## src/hdl/igas_pkg.sv

```systemverilog
// Register map, field layout and carriers for the auto-start block.
package igas_pkg;
	localparam int IGAS_PRESS_W = 16;
	localparam logic [7:0] IGAS_ADDR_CTRL = 8'h00;
	localparam logic [7:0] IGAS_ADDR_THRESH = 8'h04;
	localparam logic [7:0] IGAS_ADDR_STATUS = 8'h08;
	localparam logic [7:0] IGAS_ADDR_CMD = 8'h0C;
	localparam int IGAS_CTRL_PG_SEL = 0;
	localparam int IGAS_CTRL_IG_SEL = 1;
	localparam int IGAS_CMD_ARM = 0;
	localparam int IGAS_CMD_DISARM = 1;
	localparam int IGAS_ST_ARMED = 0;
	localparam int IGAS_ST_IG1 = 1;
	localparam int IGAS_ST_IG2 = 2;
	localparam logic [1:0] IGAS_CTRL_RST = 2'h0;
	localparam logic [15:0] IGAS_THRESH_RST = 16'h0100;

	typedef struct packed {
		logic valid;
		logic [IGAS_PRESS_W-1:0] value;
	} igas_sample_t;

	typedef struct packed {
		logic first_ion_gauge_on;
		logic second_ion_gauge_on;
	} igas_gauges_t;
endpackage

```

## src/hdl/igas_cmp.sv

```systemverilog
// Threshold and 1.2x hysteresis comparator for one pressure sample.
`timescale 1ns/10ps
module igas_cmp
	import igas_pkg::*;
#(
	parameter int W = IGAS_PRESS_W
) (
	input wire logic [W-1:0] i_press,
	input wire logic [W-1:0] i_thresh,
	output logic o_below,
	output logic o_above_trip
);
	if (W < 1) begin : g_bad_width
		$error("W must be at least one");
	end

	// Trip level 1.2*T computed as (6*T)/5 with headroom bits.
	wire [W+2:0] six_t = ({3'h0, i_thresh} << 2) + ({3'h0, i_thresh} << 1);
	wire [W+2:0] trip = six_t / (W+3)'(5);
	assign o_below = i_press < i_thresh;
	assign o_above_trip = {3'h0, i_press} > trip;
endmodule

```

## src/hdl/igas_ctrl.sv

```systemverilog
// Ion gauge auto-start controller with a classic Wishbone register slave.
// Operation
// - Armed: turn chosen ion gauge on when reading falls below threshold.
// - Armed, gauge on: turn it off when reading exceeds 1.2 times threshold.
// - After switching on, auto-start stays armed and keeps monitoring.
// - A setting picks which thermal gauge feeds the comparisons.
// - A setting picks which ion gauge port auto-start controls.
// - Only one ion gauge runs; auto-start on one forces the other off.
// - An auto-start button press with no manual press or host arm/disarm in its cycle toggles armed and disarmed.
// - A press of either manual ion gauge button disarms auto-start.
// - Remote host may arm auto-start, same effect as local arming.
`timescale 1ns/10ps
module igas_ctrl
	import igas_pkg::*;
#(
	parameter int PRESS_W = IGAS_PRESS_W
) (
	input wire logic I_REF_CLK,
	input wire logic I_RESET_N,
	input wire logic [7:0] I_WB_ADR,
	input wire logic [31:0] I_WB_DAT,
	input wire logic [3:0] I_WB_SEL,
	input wire logic I_WB_WE,
	input wire logic I_WB_CYC,
	input wire logic I_WB_STB,
	output logic [31:0] O_WB_DAT,
	output logic O_WB_ACK,
	input wire igas_sample_t I_FIRST_THERMAL_GAUGE,
	input wire igas_sample_t I_SECOND_THERMAL_GAUGE,
	input wire logic I_AUTOSTART_BUTTON,
	input wire logic I_FIRST_ION_GAUGE_BUTTON,
	input wire logic I_SECOND_ION_GAUGE_BUTTON,
	output igas_gauges_t O_ION_GAUGES,
	output logic O_ION_GAUGE_AUTOSTART
);
	// Registers and carriers are fixed at the package pressure width.
	if (PRESS_W != IGAS_PRESS_W) begin : g_bad_width
		$error("PRESS_W must equal package pressure width");
	end

	// Button pins are asynchronous: two flops, then an edge detector.
	logic [2:0] btn_s1;
	logic [2:0] btn_s2;
	logic [2:0] btn_d;
	logic [1:0] ctrl;
	logic [15:0] thresh;
	logic armed;
	logic ig1_on;
	logic ig2_on;
	logic ack;
	logic [31:0] rdat;

	always_ff @(posedge I_REF_CLK) begin
		if (!I_RESET_N) begin
			btn_s1 <= 3'h0;
			btn_s2 <= 3'h0;
			btn_d <= 3'h0;
		end else begin
			btn_s1 <= {I_SECOND_ION_GAUGE_BUTTON, I_FIRST_ION_GAUGE_BUTTON,
				I_AUTOSTART_BUTTON};
			btn_s2 <= btn_s1;
			btn_d <= btn_s2;
		end
	end
	wire [2:0] btn_press = btn_s2 & ~btn_d;
	wire auto_press = btn_press[0];
	wire manual_press = btn_press[1] | btn_press[2];

	// Wishbone decode.
	wire wb_req = I_WB_CYC & I_WB_STB & ~ack;
	wire wb_wr = wb_req & I_WB_WE;
	wire hit_ctrl = I_WB_ADR == IGAS_ADDR_CTRL;
	wire hit_thr = I_WB_ADR == IGAS_ADDR_THRESH;
	wire hit_st = I_WB_ADR == IGAS_ADDR_STATUS;
	wire hit_cmd = I_WB_ADR == IGAS_ADDR_CMD;
	wire wr_ctrl = wb_wr & hit_ctrl & I_WB_SEL[0];
	wire wr_cmd = wb_wr & hit_cmd & I_WB_SEL[0];
	wire host_arm = wr_cmd & I_WB_DAT[IGAS_CMD_ARM];
	wire host_disarm = wr_cmd & I_WB_DAT[IGAS_CMD_DISARM];
	wire [31:0] next_rdat = hit_ctrl ? {30'h0, ctrl} :
		hit_thr ? {16'h0, thresh} :
		hit_st ? {29'h0, ig2_on, ig1_on, armed} : 32'h0;

	always_ff @(posedge I_REF_CLK) begin
		if (!I_RESET_N) begin
			ack <= 1'b0;
			rdat <= 32'h0;
		end else begin
			ack <= wb_req;
			if (wb_req) begin
				rdat <= next_rdat;
			end
		end
	end
	assign O_WB_ACK = ack;
	assign O_WB_DAT = rdat;

	// Configuration storage; read live by the comparison path.
	always_ff @(posedge I_REF_CLK) begin
		if (!I_RESET_N) begin
			ctrl <= IGAS_CTRL_RST;
			thresh <= IGAS_THRESH_RST;
		end else begin
			if (wr_ctrl) begin
				ctrl <= I_WB_DAT[1:0];
			end
			if (wb_wr & hit_thr) begin
				if (I_WB_SEL[0]) begin
					thresh[7:0] <= I_WB_DAT[7:0];
				end
				if (I_WB_SEL[1]) begin
					thresh[15:8] <= I_WB_DAT[15:8];
				end
			end
		end
	end

	// Monitored sample selection.
	wire pg_sel = ctrl[IGAS_CTRL_PG_SEL];
	wire ig_sel = ctrl[IGAS_CTRL_IG_SEL];
	wire igas_sample_t mon = pg_sel ? I_SECOND_THERMAL_GAUGE :
		I_FIRST_THERMAL_GAUGE;
	logic below;
	logic above_trip;

	igas_cmp #(
		.W(PRESS_W)
	) u_cmp (
		.i_press(mon.value),
		.i_thresh(thresh),
		.o_below(below),
		.o_above_trip(above_trip)
	);

	// Arming: disarm by manual buttons wins, then host, then toggle.
	wire next_armed = manual_press ? 1'b0 :
		host_disarm ? 1'b0 :
		host_arm ? 1'b1 :
		auto_press ? ~armed : armed;
	wire sel_on = ig_sel ? ig2_on : ig1_on;
	wire turn_on = armed & mon.valid & below & ~sel_on;
	wire turn_off = armed & mon.valid & above_trip & sel_on;
	wire next_sel_on = turn_off ? 1'b0 : (turn_on ? 1'b1 : sel_on);
	// Manual buttons toggle their own gauge while auto-start is dropped; if both are pressed, the first toggles and the second goes off.
	wire next_ig1 = manual_press ? (btn_press[1] ? ~ig1_on : 1'b0) :
		armed ? (ig_sel ? 1'b0 : next_sel_on) : ig1_on;
	wire next_ig2 = manual_press ? (btn_press[2] & ~btn_press[1] ?
		~ig2_on : 1'b0) :
		armed ? (ig_sel ? next_sel_on : 1'b0) : ig2_on;

	always_ff @(posedge I_REF_CLK) begin
		if (!I_RESET_N) begin
			armed <= 1'b0;
			ig1_on <= 1'b0;
			ig2_on <= 1'b0;
		end else begin
			armed <= next_armed;
			ig1_on <= next_ig1;
			ig2_on <= next_ig2;
		end
	end
	assign O_ION_GAUGES = '{first_ion_gauge_on: ig1_on,
		second_ion_gauge_on: ig2_on};
	assign O_ION_GAUGE_AUTOSTART = armed;

	property p_on;
		@(posedge I_REF_CLK) disable iff (!I_RESET_N)
		turn_on & ~manual_press |=> ($past(ig_sel) ? ig2_on : ig1_on);
	endproperty
	a_on: assert property (p_on) else $error("gauge not switched on");

	property p_off;
		@(posedge I_REF_CLK) disable iff (!I_RESET_N)
		turn_off & ~manual_press |=> !(ig1_on | ig2_on) &&
			(armed || $past(host_disarm | auto_press));
	endproperty
	a_off: assert property (p_off) else $error("gauge not tripped");

	property p_stay;
		@(posedge I_REF_CLK) disable iff (!I_RESET_N)
		armed & ~manual_press & ~host_disarm & ~auto_press |=> armed;
	endproperty
	a_stay: assert property (p_stay) else $error("auto dropped");

	property p_one;
		@(posedge I_REF_CLK) disable iff (!I_RESET_N)
		!(ig1_on && ig2_on);
	endproperty
	a_one: assert property (p_one) else $error("two gauges on");

	property p_other;
		@(posedge I_REF_CLK) disable iff (!I_RESET_N)
		armed & ~manual_press |=> ($past(ig_sel) ? !ig1_on : !ig2_on);
	endproperty
	a_other: assert property (p_other) else $error("other not off");

	property p_tog;
		@(posedge I_REF_CLK) disable iff (!I_RESET_N)
		auto_press & ~manual_press & ~wr_cmd |=> armed != $past(armed);
	endproperty
	a_tog: assert property (p_tog) else $error("no toggle");

	property p_man;
		@(posedge I_REF_CLK) disable iff (!I_RESET_N)
		manual_press |=> !armed;
	endproperty
	a_man: assert property (p_man) else $error("manual no disarm");

	property p_host;
		@(posedge I_REF_CLK) disable iff (!I_RESET_N)
		host_arm & ~host_disarm & ~manual_press |=> armed && O_WB_ACK;
	endproperty
	a_host: assert property (p_host) else $error("host arm lost");

	property p_nosample;
		@(posedge I_REF_CLK) disable iff (!I_RESET_N)
		armed & ~mon.valid & ~manual_press & $past(armed) &
			(ig_sel == $past(ig_sel)) |=> $stable(O_ION_GAUGES);
	endproperty
	a_nosample: assert property (p_nosample)
		else $error("moved w/o sample");

	property p_ack_pulse;
		@(posedge I_REF_CLK) disable iff (!I_RESET_N)
		O_WB_ACK |=> !O_WB_ACK;
	endproperty
	a_ack_pulse: assert property (p_ack_pulse)
		else $error("ack held");

	property p_ack_req;
		@(posedge I_REF_CLK) disable iff (!I_RESET_N)
		wb_req |=> O_WB_ACK;
	endproperty
	a_ack_req: assert property (p_ack_req)
		else $error("no ack");

	property p_ack_idle;
		@(posedge I_REF_CLK) disable iff (!I_RESET_N)
		!(I_WB_CYC & I_WB_STB) |=> !O_WB_ACK;
	endproperty
	a_ack_idle: assert property (p_ack_idle)
		else $error("ack without request");

	property p_rd_status;
		@(posedge I_REF_CLK) disable iff (!I_RESET_N)
		wb_req & ~I_WB_WE & hit_st |=>
			O_WB_DAT[IGAS_ST_ARMED] == $past(armed) &&
			O_WB_DAT[IGAS_ST_IG1] == $past(ig1_on) &&
			O_WB_DAT[IGAS_ST_IG2] == $past(ig2_on);
	endproperty
	a_rd_status: assert property (p_rd_status)
		else $error("status read wrong");

	property p_rd_zero;
		@(posedge I_REF_CLK) disable iff (!I_RESET_N)
		wb_req & ~I_WB_WE & ~hit_ctrl & ~hit_thr & ~hit_st |=>
			O_WB_DAT == 32'h0;
	endproperty
	a_rd_zero: assert property (p_rd_zero)
		else $error("command or hole read not zero");

	property p_ctrl_wr;
		@(posedge I_REF_CLK) disable iff (!I_RESET_N)
		wr_ctrl |=> ctrl == $past(I_WB_DAT[1:0]);
	endproperty
	a_ctrl_wr: assert property (p_ctrl_wr)
		else $error("control not stored");

	property p_thr_lo;
		@(posedge I_REF_CLK) disable iff (!I_RESET_N)
		wb_wr & hit_thr & I_WB_SEL[0] |=>
			thresh[7:0] == $past(I_WB_DAT[7:0]);
	endproperty
	a_thr_lo: assert property (p_thr_lo)
		else $error("threshold low byte not stored");

	property p_thr_hi;
		@(posedge I_REF_CLK) disable iff (!I_RESET_N)
		wb_wr & hit_thr & I_WB_SEL[1] |=>
			thresh[15:8] == $past(I_WB_DAT[15:8]);
	endproperty
	a_thr_hi: assert property (p_thr_hi)
		else $error("threshold high byte not stored");

	property p_host_dis;
		@(posedge I_REF_CLK) disable iff (!I_RESET_N)
		host_disarm & ~manual_press |=> !armed;
	endproperty
	a_host_dis: assert property (p_host_dis)
		else $error("host disarm lost");

	property p_hold;
		@(posedge I_REF_CLK) disable iff (!I_RESET_N)
		armed & mon.valid & sel_on & ~above_trip & ~manual_press |=>
			($past(ig_sel) ? ig2_on : ig1_on);
	endproperty
	a_hold: assert property (p_hold)
		else $error("gauge dropped inside hysteresis");

	property p_wait;
		@(posedge I_REF_CLK) disable iff (!I_RESET_N)
		armed & mon.valid & ~below & ~sel_on & ~manual_press |=>
			!($past(ig_sel) ? ig2_on : ig1_on);
	endproperty
	a_wait: assert property (p_wait)
		else $error("gauge started above threshold");

	property p_disarmed;
		@(posedge I_REF_CLK) disable iff (!I_RESET_N)
		!armed & ~manual_press |=> $stable(O_ION_GAUGES);
	endproperty
	a_disarmed: assert property (p_disarmed)
		else $error("gauges moved while disarmed");

	property p_man_other;
		@(posedge I_REF_CLK) disable iff (!I_RESET_N)
		manual_press |=> ($past(btn_press[1]) ? !ig2_on : !ig1_on);
	endproperty
	a_man_other: assert property (p_man_other)
		else $error("other gauge left on");
endmodule

```

## config.mk

```make
export PLATFORM = sky130hd
export DESIGN_NAME = igas_ctrl
export DESIGN_NICKNAME = d
export VERILOG_FILES = /design/src/hdl/igas_pkg.sv /design/src/hdl/igas_cmp.sv /design/src/hdl/igas_ctrl.sv
export SDC_FILE = /design/constraint.sdc
export NUM_CORES = 1
export LEC_CHECK = 0
export BUFFER_PORTS_ARGS = -buffer_cell sky130_fd_sc_hd__buf_2
export CAP_MARGIN = 25
export CORE_ASPECT_RATIO = 1.1
export CORE_UTILIZATION = 55
export DETAILED_ROUTE_END_ITERATION = 10
export PLACE_DENSITY = 0.81
export SLEW_MARGIN = 20
export SYNTH_ARGS = -nofsm -noshare
export SYNTH_HDL_FRONTEND = slang
export SYNTH_SLANG_ARGS = --single-unit
```

## constraint.sdc

```tcl
create_clock -name I_REF_CLK -period 11.9 [get_ports I_REF_CLK]
set_input_delay 2.38 -clock I_REF_CLK [delete_from_list [all_inputs] [get_ports I_REF_CLK]]
set_output_delay 2.38 -clock I_REF_CLK [all_outputs]
set_load 0.1 [all_outputs]
```

==> results.cfg <==
[outcome]
outcome = finished, final reports clean

[min_path]
hold_path.class = reg -> reg
hold_path_depth = 1

[yosys]
synthCells = 847
synth_edf_count = 0
synth_top_family_by_area = compound AO/OA/AOI/OAI gates
netlist_area_um2 = 6609
synthSimpleGateAreaFrac = 0.2444
synthMuxAreaShare = 0.07762
syn_area_per_cell_um2 = 7.803
synth_compound_area_frac = 0.3156
yosys_register_bits = 47
synth-seq-area-share = 0.1424
synth_adder_area_share = 0.1096
ys.flop_type = dfxtp_1
yosys.cell_types.count = 106
async_flop_share = 0
yosys_warnings = 0
synth-xor-area-share = 0.04241

[grt]
grt_pass1_vias = 6154
grt_use_total = 0.2794
antenna_found_initial = 0
grt_overflow = 0
grt_max_degree = 48
grt_pass1_wl_mm = 28.87

[placement]
portBuffers = 87
gp_congestion = 0.9224
pre_cts_slack_ps = 571.2
placed_area_um2 = 7036
dp_hpwl_mm = 13.32

[worst_setup_path]
cp-start-kind = flop
cp_slowest_stage_delay_ps = 540
cp-end-kind = flop
arrival_ps = 11380
crit_path_top_delay_cell = or4_4
reg2reg_depth = 52
cp_max_fo = 15
criticalPathCategory = reg -> reg
cp.required_ps = 12140

[timing]
tns_ps = 0
worst_slack_ps = 754.4
slew_headroom = 0.3767
post-route-period-util = 0.9366
slew_viol_final = 0
setup_viol_count_final = 0
max_freq_ghz = 0.08972
clock_skew_ps = 6.521
fin_crit_ps = 11150
tightest_slew_ps = 911.4
finalHoldViolations = 0

[power]
p_sw_frac = 0.2884
p_clk_frac = 0.412
power_leakage_nw = 2.977
pwr-share-seq = 0.405
p_per_area_nw_per_um2 = 54.22
intPower_w = 0.0002825
pwr-share-comb = 0.183
vdd_drop_max_mv = 0.1105
p_sw_w = 0.0001145

[layout]
antenna_cells = 0
drive_gt1_frac = 0.2133
fin_area_um2 = 7322
multi_input_area_um2 = 5341
seqCellArea_um2 = 940.9
fillerInstances = 1038
finalNetCount = 1053
syn_to_final_growth_pct = 10.79
final_common_cell = buf_2
final_cell_mix = 87 x buf_2, 68 x nand2_1, 53 x ha_1

[drt]
drc = 0
wl_per_cell_um = 16.15
viasPerCell = 6.330
routed_wirelength_mm = 17.18
ant_nets = 0
drtIter0Drc = 435
num_vias = 6735
first_pass_iters = 5

[cts]
clock_latency_ps = 300
cts_root_buf = clkbuf_16
cts_hold_buf = 0
clk_pin_slew_ps = 70
numCtsBuffers = 5
cts_sinks = 47
cts.htree.levels = 2
cts_tree = yes
clk_path_buf_depth = 2

[floorplan]
ios = 122
die_h_um = 117.0
rows = 41
start_util = 0.5700
dieWidth_um = 106.5
core_area_um2 = 11590
die_area_um2 = 12460

[job]
drv_cap = 0
-- cell type report --
class,instances,area share
clock inverter,3,0.006323
tap,150,0.02563
clock buffer,5,0.01709
inverter,26,0.01401
multi-input combinational,727,0.7295
timing repair buffer,106,0.07895
sequential,47,0.1285
-- worst max-delay path: cells and delay by family (launching register included) --
kind                     cells  cell delay, ps
AND/OR/NAND/NOR             19            3600
XOR/XNOR                     1             260
buffers and inverters        1             200
multiplexers                 1             340
flip-flops                   1             410
AO/OA/AOI/OAI               26            5070
adder cells (fa/ha/maj)      4            1150
-- power by group through the flow --
stage | Clock, W | Sequential (W) | Combinational [W]
after global routing | 0.000169 | 0.000161 | 0.0000787
final | 0.000163 | 0.000161 | 0.0000728
after global placement | 0 | 0.000164 | 0.0000707
after detailed placement | 0 | 0.000164 | 0.0000720
after floorplan | 0 | 0.000166 | 0.0000559
after CTS | 0.000163 | 0.000161 | 0.0000726
-- through the flow --
stage	hold slack [ps]	instances	utilization	total power, W
detailed placement	432.7	1049	0.6068	0.0002363
global route	451.8	1064	0.6316	0.0004082
CTS	439.8	1057	0.6216	0.0003965
floorplan	411.9	862	-	0.0002219
finish	438.1	1064	0.6316	0.0003970
global placement	419.0	1049	0.6068	0.0002349
-- path summary, 6_finish.rpt --
check	from	end	slack (ps)
worst max register to register	thresh[0]	ig2_on	750
worst min-delay path	btn_s1[2]	btn_s2[2]	440
worst min register to register	btn_s1[2]	btn_s2[2]	440
worst max-delay path	thresh[0]	ig2_on	750
-- layer usage --
| metal | track usage | part of all wire | vias up |
|---|---|---|---|
| met5 | 0 | 0 | - |
| met3 | 0.01772 | 0.057 | 37 |
| li1 | - | - | 3316 |
| met1 | 0.3717 | 0.44 | 3112 |
| met2 | 0.4883 | 0.48 | 270 |
| met4 | 0.08493 | 0.022 | 0 |
-- flip-flops by register name (all words and copies together), names as in the netlist --
name and cells:
btn_s1 3, O_ION_GAUGE_AUTOSTART 1, ig2_on 1, O_WB_DAT 16
btn_s2 3, thresh 16, O_WB_ACK 1, ig1_on 1
btn_d 3, ctrl 2
-- kinds of logic after synthesis --
kind of cell	count (synthesis)
AO/OA/AOI/OAI	270
AND/OR/NAND/NOR	303
other	1
adder cells (fa/ha/maj)	58
flip-flops	47
multiplexers	48
XOR/XNOR	32
buffers and inverters	88
-- synthesized netlist by cell type, types with 4 or more instances --
master	n	area share
a211oi_1	12	0.014
a21boi_0	14	0.016
a21o_1	11	0.012
a21oi_1	50	0.038
a22oi_1	9	0.010
a2bb2oi_1	4	0.0053
a31oi_1	5	0.0047
and2_1	16	0.015
and3_1	7	0.0066
and4_1	4	0.0053
buf_2	10	0.0076
buf_4	20	0.023
clkbuf_1	28	0.016
dfxtp_1	47	0.14
ha_1	53	0.10
inv_1	23	0.013
mux2_2	18	0.031
mux2i_1	28	0.042
nand2_1	68	0.039
nand2b_1	13	0.012
nand3_1	34	0.026
nand4_1	9	0.0085
nor2_1	49	0.028
nor2b_1	34	0.032
nor3_1	24	0.018
nor3b_1	5	0.0057
nor4_1	8	0.0076
o211a_1	7	0.011
o211ai_1	21	0.024
o21a_1	6	0.0068
o21ai_0	33	0.025
o21ai_1	7	0.0053
o21ai_2	4	0.0053
o221ai_1	12	0.016
o22ai_1	5	0.0047
o31ai_1	8	0.0091
o32a_1	4	0.0061
or2_2	5	0.0047
or3_1	4	0.0038
xnor2_1	20	0.027
xor2_1	12	0.016
-- what timing repair did --
| action | CTS | global route |
|---|---|---|
| endpoints found under the setup margin | 0 | 2 |
| resized for setup | 0 | 12 |
| buffers inserted | 0 | 6 |
Power figures use the tool's default switching activity.
